### src/hdl/hler_map.vh
// Notes on behaviour
// - later link errors land in the next-error log; several flags may stand.
// - first-error log holds one flag until cleared; later errors go next.
// - bit 6 set on a system error received from the link.
// - bit 5 set on invalid address to be master aborted, reply or not.
// - bit 4 set when own cycle ends in target-abort completion.
// - bit 3 set on single-bit header/address error, correction on or off.
// - bit 2 set on single-bit data error, correction on or off.
// - bit 1 reports uncorrectable header/address error; zero means none.
// - bit 0 set on multi-bit data error, correction on or off.
// - system-error mask enables bits 5:0 only; bits 7:6 reserved.
// - management interrupt when enabled flag set in either log.
// - zero system-error enable suppresses it; enables reset to zero.
// - zero management enable suppresses it; enables reset to zero.
// - event interrupt when an event-mask bit and its flag in either log are set.
`ifndef HLER_MAP_VH
`define HLER_MAP_VH
`define HLER_OFS_FIRST 8'h80
`define HLER_OFS_NEXT 8'h82
`define HLER_OFS_SERR 8'ha0
`define HLER_OFS_SMI 8'ha2
`define HLER_OFS_SCI 8'ha4
`define HLER_LOG_MASK 8'h7f
`define HLER_SERR_MASK 8'h3f
`define HLER_ROUTE_MASK 8'h7f
`define HLER_RESET_VAL 8'h00
`define HLER_BIT_LINK_SERR 6
`define HLER_BIT_MABORT 5
`define HLER_BIT_TABORT 4
`define HLER_BIT_CE_HDR 3
`define HLER_BIT_CE_DATA 2
`define HLER_BIT_UE_HDR 1
`define HLER_BIT_UE_DATA 0
`endif

### src/hdl/hler_log.v
`include "hler_map.vh"

module hler_log
#(
    parameter WIDTH = 8
)
(
    input wire clk,
    input wire pwr_rst_n,
    input wire [WIDTH-1:0] err_set,
    input wire [WIDTH-1:0] clr_mask,
    input wire clr_we,
    input wire first_mode,
    output reg [WIDTH-1:0] flags
);

    // ***************************************
    // sticky w1c log; set beats clear, but in first_mode a clear wins over an error while flags are nonzero
    // ***************************************
    wire [WIDTH-1:0] kept;
    wire [WIDTH-1:0] set_eff;
    reg [WIDTH-1:0] lowest;
    wire [WIDTH-1:0] next_flags;
    integer i;

    assign kept = clr_we ? (flags & ~clr_mask) : flags;

    // first-error log picks one bit, only while empty
    always @*
    begin
        lowest = {WIDTH{1'b0}};
        for (i = WIDTH - 1; i >= 0; i = i - 1)
        begin
            if (err_set[i])
            begin
                lowest = {WIDTH{1'b0}};
                lowest[i] = 1'b1;
            end
        end
    end

    assign set_eff = first_mode ? ((flags == {WIDTH{1'b0}}) ? lowest
        : {WIDTH{1'b0}}) : err_set;
    assign next_flags = (kept | set_eff) & `HLER_LOG_MASK;

    // only power-up reset touches the logs
    always @(posedge clk)
    begin
        if (!pwr_rst_n)
            flags <= `HLER_RESET_VAL;
        else
            flags <= next_flags;
    end

endmodule // hler_log

### src/hdl/hler_top.v
`include "hler_map.vh"

module hler_top
#(
    parameter WIDTH = 8
)
(
    input wire clk,
    input wire rst_n,
    input wire pwr_rst_n,
    input wire ev_link_serr,
    input wire ev_master_abort,
    input wire ev_target_abort,
    input wire ev_ce_header,
    input wire ev_ce_data,
    input wire ev_ue_header,
    input wire ev_ue_data,
    input wire cfg_wr,
    input wire cfg_rd,
    input wire [7:0] cfg_addr,
    input wire [7:0] cfg_wdata,
    output reg [7:0] cfg_rdata,
    output wire system_error,
    output wire mgmt_interrupt,
    output wire event_interrupt
);

    // ***************************************
    // event collection
    // ***************************************
    wire [WIDTH-1:0] err_evt;
    wire [WIDTH-1:0] first_flags;
    wire [WIDTH-1:0] next_set;
    wire [WIDTH-1:0] link_next_error_log;
    reg [7:0] system_error_route_mask;
    reg [7:0] mgmt_interrupt_route_mask;
    reg [7:0] event_interrupt_route_mask;
    wire wr_first;
    wire wr_next;
    wire [WIDTH-1:0] any_log;

    assign err_evt[7] = 1'b0;
    assign err_evt[`HLER_BIT_LINK_SERR] = ev_link_serr;
    assign err_evt[`HLER_BIT_MABORT] = ev_master_abort;
    assign err_evt[`HLER_BIT_TABORT] = ev_target_abort;
    assign err_evt[`HLER_BIT_CE_HDR] = ev_ce_header;
    assign err_evt[`HLER_BIT_CE_DATA] = ev_ce_data;
    assign err_evt[`HLER_BIT_UE_HDR] = ev_ue_header;
    assign err_evt[`HLER_BIT_UE_DATA] = ev_ue_data;

    // ***************************************
    // logs
    // ***************************************
    assign wr_first = cfg_wr && (cfg_addr == `HLER_OFS_FIRST);
    assign wr_next = cfg_wr && (cfg_addr == `HLER_OFS_NEXT);

    // errors the first log takes do not also land in the next log
    assign next_set = (first_flags == {WIDTH{1'b0}}) ?
        (err_evt & ~first_take(err_evt)) : err_evt;

    function [WIDTH-1:0] first_take;
        input [WIDTH-1:0] e;
        integer k;
        begin
            first_take = {WIDTH{1'b0}};
            for (k = WIDTH - 1; k >= 0; k = k - 1)
            begin
                if (e[k])
                begin
                    first_take = {WIDTH{1'b0}};
                    first_take[k] = 1'b1;
                end
            end
        end
    endfunction

    hler_log #(.WIDTH(WIDTH)) u_first
    (
        .clk(clk),
        .pwr_rst_n(pwr_rst_n),
        .err_set(err_evt),
        .clr_mask(cfg_wdata),
        .clr_we(wr_first),
        .first_mode(1'b1),
        .flags(first_flags)
    );

    hler_log #(.WIDTH(WIDTH)) u_next
    (
        .clk(clk),
        .pwr_rst_n(pwr_rst_n),
        .err_set(next_set),
        .clr_mask(cfg_wdata),
        .clr_we(wr_next),
        .first_mode(1'b0),
        .flags(link_next_error_log)
    );

    // ***************************************
    // address decode
    // ***************************************
    wire hit_serr;
    wire hit_smi;
    wire hit_sci;
    wire wr_serr;
    wire wr_smi;
    wire wr_sci;

    // one write strobe per mapped mask register
    assign hit_serr = (cfg_addr == `HLER_OFS_SERR);
    assign hit_smi = (cfg_addr == `HLER_OFS_SMI);
    assign hit_sci = (cfg_addr == `HLER_OFS_SCI);
    assign wr_serr = cfg_wr && hit_serr;
    assign wr_smi = cfg_wr && hit_smi;
    assign wr_sci = cfg_wr && hit_sci;

    // ***************************************
    // routing masks
    // ***************************************
    reg [7:0] next_serr_mask;
    reg [7:0] next_smi_mask;
    reg [7:0] next_sci_mask;

    // reserved mask bits never store a one
    always @*
    begin
        next_serr_mask = system_error_route_mask;
        next_smi_mask = mgmt_interrupt_route_mask;
        next_sci_mask = event_interrupt_route_mask;
        if (wr_serr)
        begin
            next_serr_mask = cfg_wdata & `HLER_SERR_MASK;
        end
        if (wr_smi)
        begin
            next_smi_mask = cfg_wdata & `HLER_ROUTE_MASK;
        end
        if (wr_sci)
        begin
            next_sci_mask = cfg_wdata & `HLER_ROUTE_MASK;
        end
    end

    // masks follow rst_n only, not the power-up reset the logs use
    always @(posedge clk)
    begin
        if (!rst_n)
        begin
            system_error_route_mask <= `HLER_RESET_VAL;
            mgmt_interrupt_route_mask <= `HLER_RESET_VAL;
            event_interrupt_route_mask <= `HLER_RESET_VAL;
        end
        else
        begin
            system_error_route_mask <= next_serr_mask;
            mgmt_interrupt_route_mask <= next_smi_mask;
            event_interrupt_route_mask <= next_sci_mask;
        end
    end

    // ***************************************
    // read path
    // ***************************************
    reg [7:0] next_cfg_rdata;

    // unmapped offsets read as zero
    always @*
    begin
        next_cfg_rdata = cfg_rdata;
        if (cfg_rd)
        begin
            case (cfg_addr)
                `HLER_OFS_FIRST: next_cfg_rdata = first_flags;
                `HLER_OFS_NEXT: next_cfg_rdata = link_next_error_log;
                `HLER_OFS_SERR: next_cfg_rdata = system_error_route_mask;
                `HLER_OFS_SMI: next_cfg_rdata = mgmt_interrupt_route_mask;
                `HLER_OFS_SCI: next_cfg_rdata = event_interrupt_route_mask;
                default: next_cfg_rdata = 8'h00;
            endcase
        end
    end

    // read data stand until the next read
    always @(posedge clk)
    begin
        if (!rst_n)
        begin
            cfg_rdata <= 8'h00;
        end
        else
        begin
            cfg_rdata <= next_cfg_rdata;
        end
    end

    // ***************************************
    // message routing
    // ***************************************
    wire [WIDTH-1:0] serr_hit;
    wire [WIDTH-1:0] smi_hit;
    wire [WIDTH-1:0] sci_hit;
    genvar g;

    assign any_log = first_flags | link_next_error_log;

    // one enable term per flag position
    generate
        for (g = 0; g < WIDTH; g = g + 1)
        begin : g_route
            assign serr_hit[g] = any_log[g] & system_error_route_mask[g];
            assign smi_hit[g] = any_log[g] & mgmt_interrupt_route_mask[g];
            assign sci_hit[g] = any_log[g] & event_interrupt_route_mask[g];
        end
    endgenerate

    // no exclusivity check: software keeps one message type per flag
    assign system_error = |serr_hit;
    assign mgmt_interrupt = |smi_hit;
    assign event_interrupt = |sci_hit;

endmodule // hler_top

### config.mk
export PLATFORM = sky130hd
export DESIGN_NAME = hler_top
export DESIGN_NICKNAME = d
export VERILOG_FILES = /design/src/hdl/hler_log.v /design/src/hdl/hler_top.v
export VERILOG_INCLUDE_DIRS = /design/src /design/src/hdl
export SDC_FILE = /design/constraint.sdc
export NUM_CORES = 1
export LEC_CHECK = 0
export ABC_CLOCK_PERIOD_IN_PS = 2600
export BUFFER_PORTS_ARGS = -buffer_cell sky130_fd_sc_hd__buf_2
export CORE_ASPECT_RATIO = 0.5
export CORE_MARGIN = 2
export CORE_UTILIZATION = 46
export DETAILED_ROUTE_END_ITERATION = 8
export PLACE_DENSITY = 0.64
export RECOVER_POWER = 50
export SETUP_SLACK_MARGIN = 0.05
export SYNTH_ARGS = -nofsm -noshare
export SYNTH_HDL_FRONTEND = slang
export SYNTH_SLANG_ARGS = --single-unit
### constraint.sdc
create_clock -name clk -period 2.6 [get_ports clk]
set_clock_uncertainty 0.15 [all_clocks]
set_input_delay 0.39 -clock clk [delete_from_list [all_inputs] [get_ports clk]]
set_output_delay 0.39 -clock clk [all_outputs]
set_load 0.005 [all_outputs]
Yosys cells after proc, flatten, opt, wreduce, memory -nomap -nowiden
Index checks and enable logic that the tools add are counted. W data, S select, Z words.

Word-level logic and storage cells: 60. Register bits after elaboration: 42.

Bitwise logic cells: 28. Reductions and logical operators: 9. Eq/ne operators: 5. Multiplexer cells: 12.

Operator list (count): $mux W7 (11); $eq A8 B8 Y1 const B (5); $pmux W7 S5 (1); $and A7 B7 Y7 (3); $or A7 B7 Y7 (3); $and A1 B1 Y1 (20); $not A7 Y7 (2); $reduce_or A7 Y1 (2); $logic_not A8 Y1 (1); $reduce_or A6 Y1 (1); $logic_and A1 B1 Y1 (5).

Longest topological paths before layout
Gate-level depths: netlist (run 1).

Depth after elaboration: 11. Depth in mapped cells: 6. Depth with buffers taken out: 4.

Hierarchy
Synthesis (run 1) repeated with hierarchy kept, for this count alone.

Cell total of the unflattened synthesis: 300. Area total of the unflattened synthesis: 2486.1 um^2.

Modules (own cells, without submodules): hler_top (sequential area each 560.5 um^2, cells an instance 206, area an instance 1680.4 um^2, times used 1); hler_log (sequential area each 140.1 um^2, cells an instance 47, area an instance 402.9 um^2, times used 2).

Worst setup path before layout (run 1)
No wires, ideal clock.

Kind: input to register. Start point: input port cfg_addr[4]. End point: register system_error_route_mask[0]. Stages: 4. Path slack: 0.771 ns. Library setup time: 0.116 ns. Arrival: 1.563 ns. Path buffers: 0. Required time: 2.334 ns. Cell sequence: or3b_4 -> nor4_4 -> mux2i_1 -> nor2b_1.

Longest elaborated chain between the ends: 2.

RTL lines: start, declared (line hler_top.v:20) `input wire [7:0] cfg_addr,`; $eq A8 B8 Y1; $logic_and A1 B1 Y1 (line hler_top.v:113) `assign wr_serr = cfg_wr && hit_serr;`; end signal, assigned (line hler_top.v:149) `` system_error_route_mask <= `HLER_RESET_VAL; ``; end signal, assigned (line hler_top.v:155) `system_error_route_mask <= next_serr_mask;`; end, declared (line hler_top.v:35) `reg [7:0] system_error_route_mask;`.

Every way passes these cells. A chain may end at the register's enable or synchronous reset.

Final worst setup path (run 1)
Start point: input port cfg_addr[2]. End point: register cfg_rdata[1].

Longest elaborated chain between the ends: 2.

RTL lines: $eq A8 B8 Y1 (line hler_top.v:172) `case (cfg_addr)`; $pmux W7 S5 * (line hler_top.v:172); end signal, assigned (line hler_top.v:192) `cfg_rdata <= next_cfg_rdata;`; end, declared (line hler_top.v:22) `output reg [7:0] cfg_rdata,`.

Every way passes the cells marked *; elsewhere a longest branch is shown, timed or not.

==> results.json, run 1 <==
{
  "arrival_ns": 2.08,
  "post_dp_cell_area_um2": 2452,
  "switchingPower_w": 0.0003504,
  "die_w_um": 102.1,
  "dr.pass1.iters": 5,
  "drc_errors": 0,
  "grt_pass1_vias": 1753,
  "routabilityCongestion": 0.9066,
  "rsz0062_at_grt": "no",
  "die_area_um2": 5419,
  "postRouteWirelength_um": 5940,
  "p_int_w": 0.0008949,
  "holdWs_ns": 0.1931,
  "outcome": "completed",
  "synth_edf_count": 0,
  "tightest_slew_ns": 1.010,
  "crit_fanout": 18,
  "fmax_ghz": 0.4904,
  "cts_buffers": 5,
  "power.leakage_nw": 1.057,
  "nets": 313,
  "final_cells": 352,
  "dpl.hpwl_um": 4327,
  "grt_pass1_wl_um": 9377,
  "finalMaxSlewViolations": 0,
  "tns_ns": 0,
  "p_clk_share_pct": 34.1,
  "drv_cap": 0,
  "die_y_um": 53.07,
  "clk_latency_ns": 0.30,
  "core_area_um2": 4509,
  "synth_area_um2": 2215,
  "fin_area_um2": 2525,
  "p_seq_share_pct": 54.6,
  "ios": 39,
  "required_ns": 2.64,
  "synthTopCellsByArea": "dfxtp_1, mux2i_1, nor2b_1",
  "synth_top_area_share_pct": 37.06,
  "utilization_pct": 55.99,
  "synthCells": 251,
  "synth_cell_types": 37,
  "clockRootBuffer": "clkbuf_8",
  "criticalPathCategory": "in -> reg",
  "async_reset_ff_share_pct": 0,
  "vdd_drop_max_mv": 0.2136,
  "place_inst": 344,
  "cts_tree": "built",
  "yosys-top-cells-count": "dfxtp_1, nor2b_1, nand2_1, o21ai_0, mux2i_1",
  "grt_usage_pct": 23.58,
  "grt_max_degree": 28,
  "power_density_nw_per_um2": 493.2,
  "cts_buffer_depth": 2,
  "io_buffers": 36,
  "avgViaCountPerCell": 5.798,
  "ctsHoldBuffers": 0,
  "antenna_cells": 0,
  "drive_above_1_share_pct": 24.13,
  "dr.first_iter.drc_count": 177,
  "ys_seq_area_share_pct": 37.06,
  "timing.final.crit_period_ns": 2.039,
  "start_util_pct": 49.11,
  "yosysWarnings": 0,
  "final.period_utilization_pct": 78.43,
  "hold_viol": 0,
  "hp-class": "in -> reg",
  "clock_sinks": 41,
  "synth_fp_nets": 279,
  "setup_viol": 0,
  "ys.flop_type": "dfxtp_1",
  "avgSynthCellArea_um2": 8.823,
  "ctsHtreeMaxLevel": 2,
  "worst_setup_path_end_kind": "flip-flop",
  "ant_nets": 0,
  "cts_resized": 0,
  "start_kind": "input port",
  "antenna_found_initial": 0,
  "relSlewSlack_pct": 32.68,
  "wire_per_inst_um": 16.88,
  "rows": 17,
  "vias": 2041,
  "synth_area_leader_cell": "dfxtp_1",
  "synth.most_common_cell": "dfxtp_1",
  "gr-total-overflow": 0,
  "cts.clk_slew.worst_paths_ns": 0.08,
  "comb_power_share_pct": 11.3,
  "post-cts-setup-buffer-count": 0,
  "postSynthRegisterBits": 41,
  "syn_to_final_growth_pct": 14.01,
  "swShare_pct": 28.14
}
==> sequential cells by signal, indices dropped and copies added (netlist names) <==
register                    flops
mgmt_interrupt_route_mask       7
u_next.flags                    7
u_first.flags                   7
cfg_rdata                       7
system_error_route_mask         6
event_interrupt_route_mask      7
==> power by group through the flow <==
stage          Clock (W)  Combinational (W)  Sequential [W]
6_report        0.000425           0.000141        0.000679
5_1_grt         0.000450           0.000156        0.000682
4_1_cts         0.000430           0.000141        0.000678
3_5_place_dp           0           0.000140        0.000692
3_3_place_gp           0           0.000137        0.000692
2_1_floorplan          0          0.0000901        0.000680
==> metal layers <==
| layer | share of wire (%) | vias to the layer above | GRT usage, % |
|---|---|---|---|
| li1 | - | 984 | - |
| met1 | 51 | 951 | 35.63 |
| met2 | 38 | 97 | 32.35 |
| met3 | 9.9 | 9 | 6.869 |
| met4 | 0.86 | 0 | 5.333 |
| met5 | 0 | - | 0 |
==> worst paths after layout <==
| kind | start | to | slack [ns] | cells past startpoint |
|---|---|---|---|---|
| setup / recovery | cfg_addr[2] | cfg_rdata[1] | 0.56 | 5 |
| hold / removal | ev_master_abort | u_first.flags[6] | 0.19 | 2 |
| setup reg to reg | u_first.flags[3] | u_next.flags[5] | 0.61 | 4 |
| hold reg to reg | cfg_rdata[6] | cfg_rdata[6] | 0.39 | 2 |
==> per-stage QoR <==
stage | worst slack (ns) | total power (W)
after floorplan | 0.7713 | 0.0007699
after global placement | 0.5035 | 0.0008288
after detailed placement | 0.4857 | 0.0008322
after CTS | 0.6231 | 0.001248
after global routing | 0.4960 | 0.001288
final | 0.5608 | 0.001245
==> worst max-delay path, stage by stage <==
cell	delay (ns)
clkbuf_1	0.73
mux2_2	0.41
a21oi_1	0.24
nor2_1	0.06
o31a_1	0.24
==> cell usage in the layout (no fill, tap or decap), types with 2 or more instances in the layout <==
cell type,synthesis,layout
nand2_1,22,22
nor2b_1,26,26
a31o_2,6,6
nor3_1,3,3
nand4_1,3,3
nand3_1,5,5
buf_2,5,33
nor4_1,1,2
and4_1,3,3
a31oi_1,5,5
and3_1,14,14
o21ai_0,21,21
clkinv_2,0,2
o31a_1,5,5
nand4b_1,2,2
a21oi_1,8,8
mux2_2,13,13
clkbuf_8,0,5
mux2i_1,20,20
nor3b_1,7,7
clkbuf_1,8,4
buf_4,1,4
nor2_1,9,9
o22ai_1,8,8
dfxtp_1,41,41
==> layout make-up <==
| type | count | area (um2) |
|---|---|---|
| fillers | 436 | 1984 |
| well taps | 66 | 82.58 |
| clock inverters | 3 | 17.52 |
| inverters | 1 | 3.754 |
| flip-flops and latches | 41 | 820.8 |
| multi-input cells | 195 | 1321 |
| clock buffers | 5 | 68.82 |
| repair buffers | 41 | 210.2 |
==> logic make-up after synthesis <==
group,share of synthesized area [%]
AO/OA/AOI/OAI,15.65
AND/OR/NAND/NOR,28.48
flip-flops,37.06
multiplexers,15.65
other,0.1693
buffers and inverters,2.994
Note: power is estimated with default switching activity, not from simulation.
==> inputs of run 2 (changes only) <==
--- a/config.mk
+++ b/config.mk
@@ -6,13 +6,14 @@
 export SDC_FILE = /design/constraint.sdc
 export NUM_CORES = 1
 export LEC_CHECK = 0
-export ABC_CLOCK_PERIOD_IN_PS = 2600
+export ABC_AREA = 1
+export ABC_CLOCK_PERIOD_IN_PS = 1750
 export BUFFER_PORTS_ARGS = -buffer_cell sky130_fd_sc_hd__buf_2
 export CORE_ASPECT_RATIO = 0.5
 export CORE_MARGIN = 2
 export CORE_UTILIZATION = 46
 export DETAILED_ROUTE_END_ITERATION = 8
-export PLACE_DENSITY = 0.64
+export PLACE_DENSITY = 0.66
 export RECOVER_POWER = 50
 export SETUP_SLACK_MARGIN = 0.05
 export SYNTH_ARGS = -nofsm -noshare
==> constraint.sdc (replaced) <==
create_clock -name clk -period 1.75 [get_ports clk]
set_clock_uncertainty 0.15 [all_clocks]
set_input_delay 0.2625 -clock clk [delete_from_list [all_inputs] [get_ports clk]]
set_output_delay 0.2625 -clock clk [all_outputs]
set_load 0.005 [all_outputs]
==> results.json, run 2 <==
{
  "vias": 2294,
  "avgSynthCellArea_um2": 7.027,
  "avgViaCountPerCell": 5.398,
  "grt_usage_pct": 23.76,
  "dpl.hpwl_um": 4509,
  "grt_pass1_vias": 2017,
  "place_ws_ns": 0.1410,
  "fmax_ghz": 0.5955,
  "antenna_cells": 0,
  "start_kind": "flip-flop",
  "routabilityCongestion": 0.9005,
  "io_buffers": 36,
  "synthTopCellsByArea": "dfxtp_1, nand3_1, a21oi_1",
  "core_area_um2": 4573,
  "critPathBufInv": 1,
  "die_w_um": 103.3,
  "arrival_ns": 1.27,
  "criticalPathCategory": "reg -> out",
  "hold_viol": 0,
  "layout_common_cells": "nand3_1, inv_1, nand2_1",
  "synth.most_common_cell": "nand3_1",
  "ctsHtreeMaxLevel": 2,
  "die_y_um": 53.67,
  "synth_fp_nets": 351,
  "grt_pass1_wl_um": 9791,
  "mostFrequentLayoutCell": "nand3_1",
  "start_util_pct": 49.63,
  "outcome": "completed",
  "antenna_found_initial": 0,
  "ys.flop_type": "dfxtp_1",
  "clk_latency_ns": 0.29,
  "synth_area_leader_cell": "dfxtp_1",
  "cts_buffers": 5,
  "async_reset_ff_share_pct": 0,
  "synthCells": 323,
  "cts_buffer_depth": 2,
  "drv_cap": 0,
  "setup_viol": 0,
  "power_density_nw_per_um2": 786.0,
  "cpPeakStageDelay_ns": 0.37,
  "dr.first_iter.drc_count": 224,
  "vdd_drop_max_mv": 0.3049,
  "yosys-top-cells-count": "nand3_1, dfxtp_1, inv_1, a21oi_1, nand2_1",
  "wire_per_inst_um": 14.75,
  "cp_top_family": "simple AND/OR/NAND/NOR gates",
  "ios": 39,
  "drive_above_1_share_pct": 22.28,
  "synth_area_um2": 2270,
  "required_ns": 1.34,
  "slowest_stage": "dfxtp_4",
  "tightest_slew_ns": 0.7373,
  "synth_edf_count": 0,
  "timing.final.crit_period_ns": 1.679,
  "synth_cell_types": 28,
  "syn_to_final_growth_pct": 15.38,
  "nets": 386,
  "dr.pass1.iters": 6,
  "yosysWarnings": 0,
  "worst_setup_path_end_kind": "output pin",
  "ys_seq_area_share_pct": 36.16,
  "synth_top_area_share_pct": 36.16,
  "clock_sinks": 41,
  "die_area_um2": 5546,
  "drc_errors": 0,
  "setup_slack_ns": 0.07076,
  "p_total_w": 0.002058,
  "rows": 17,
  "clockRootBuffer": "clkbuf_8",
  "ant_nets": 0,
  "final.period_utilization_pct": 95.96,
  "grt_max_degree": 28,
  "cts.clk_slew.worst_paths_ns": 0.08,
  "postSynthRegisterBits": 41,
  "hp-class": "in -> reg",
  "cts_tree": "built",
  "path_cells": "nor2_4, o22ai_2, nor2_1, nand4_1, buf_2",
  "ctsHoldBuffers": 0,
  "finalMaxSlewViolations": 0,
  "relSlewSlack_pct": 50.66,
  "rsz0062_at_grt": "yes",
  "power.leakage_nw": 1.050,
  "crit_fanout": 4,
  "postRouteWirelength_um": 6269,
  "gr-total-overflow": 0
}
==> run 2: cell count changes after synthesis, sizes merged, moves of 10 or more <==
cell   before  now
a21oi       8   35
nand4       3   13
nor2b      26    0
nor2        9   37
mux2i      20    0
and3       14    0
nand3       5   60
inv         1   38
nand2      22   35
o21ai      21   41
mux2       13    0
==> run 2: cell families after synthesis <==
family	Yosys count	share of synthesized area, %
and+or+nand+nor	146	32.91
AOI/OAI and AO/OA	80	19.02
buffers and inverters	55	11.74
other	1	0.1652
DFF	41	36.16
==> run 2: per-layer routing <==
layer	global-route usage, %	vias up	share of wire, %
met1	36.53	1029	51
met5	0	-	0
met2	35.16	102	40
met4	3.509	0	0.57
li1	-	1157	-
met3	4.286	6	8.1
==> run 2: power breakdown <==
group          internal (W)  switching, W
sequential         0.000964     0.0000383
combinational     0.0000918      0.000168
clock              0.000466      0.000331
total               0.00152      0.000537
==> run 2: final timing paths <==
check	start	to	slack (ns)	cells past startpoint
max	u_first.flags[4]	mgmt_interrupt	0.07	5
min reg2reg	system_error_route_mask[2]	system_error_route_mask[2]	0.33	2
min	ev_master_abort	u_next.flags[5]	0.08	3
max reg2reg	u_first.flags[3]	u_next.flags[6]	0.40	6
==> run 2: what timing repair did <==
item                                    CTS  global route
resized for setup                        11            19
endpoints found under the setup margin    3             3
setup buffers                             0             3
pin swaps                                 2             7
==> run 2: layout make-up <==
| type | count | area [um2] |
|---|---|---|
| fill | 452 | 1954 |
| inverter | 38 | 142.6 |
| tap | 66 | 82.58 |
| multi-input combinational | 227 | 1194 |
| clock inverter | 1 | 30.03 |
| clock buffer | 7 | 86.33 |
| timing repair buffer | 45 | 240.2 |
| sequential | 41 | 843.3 |
==> run 2: worst reg2reg max path, cell delays in order (launching register included) <==
cell and delay, ns:
dfxtp_4 0.38, nor2_1 0.10, nand2_1 0.11, nor2_4 0.18
nand4_1 0.14, nand2_1 0.11, a21oi_1 0.06
==> run 2: metrics by stage <==
stage | TNS (ns) | hold WS [ns] | instances | area (um2) | util (%)
5_1_grt | -0.007300 | 0.1012 | 425 | 2619 | 57.26
3_5_place_dp | 0 | 0.3062 | 414 | 2466 | 53.93
6_report | 0 | 0.08426 | 425 | 2619 | 57.26
3_3_place_gp | 0 | 0.3003 | 414 | 2466 | 53.93
2_1_floorplan | 0 | 0.2295 | 323 | 2270 | -
4_1_cts | 0 | 0.08589 | 422 | 2594 | 56.72
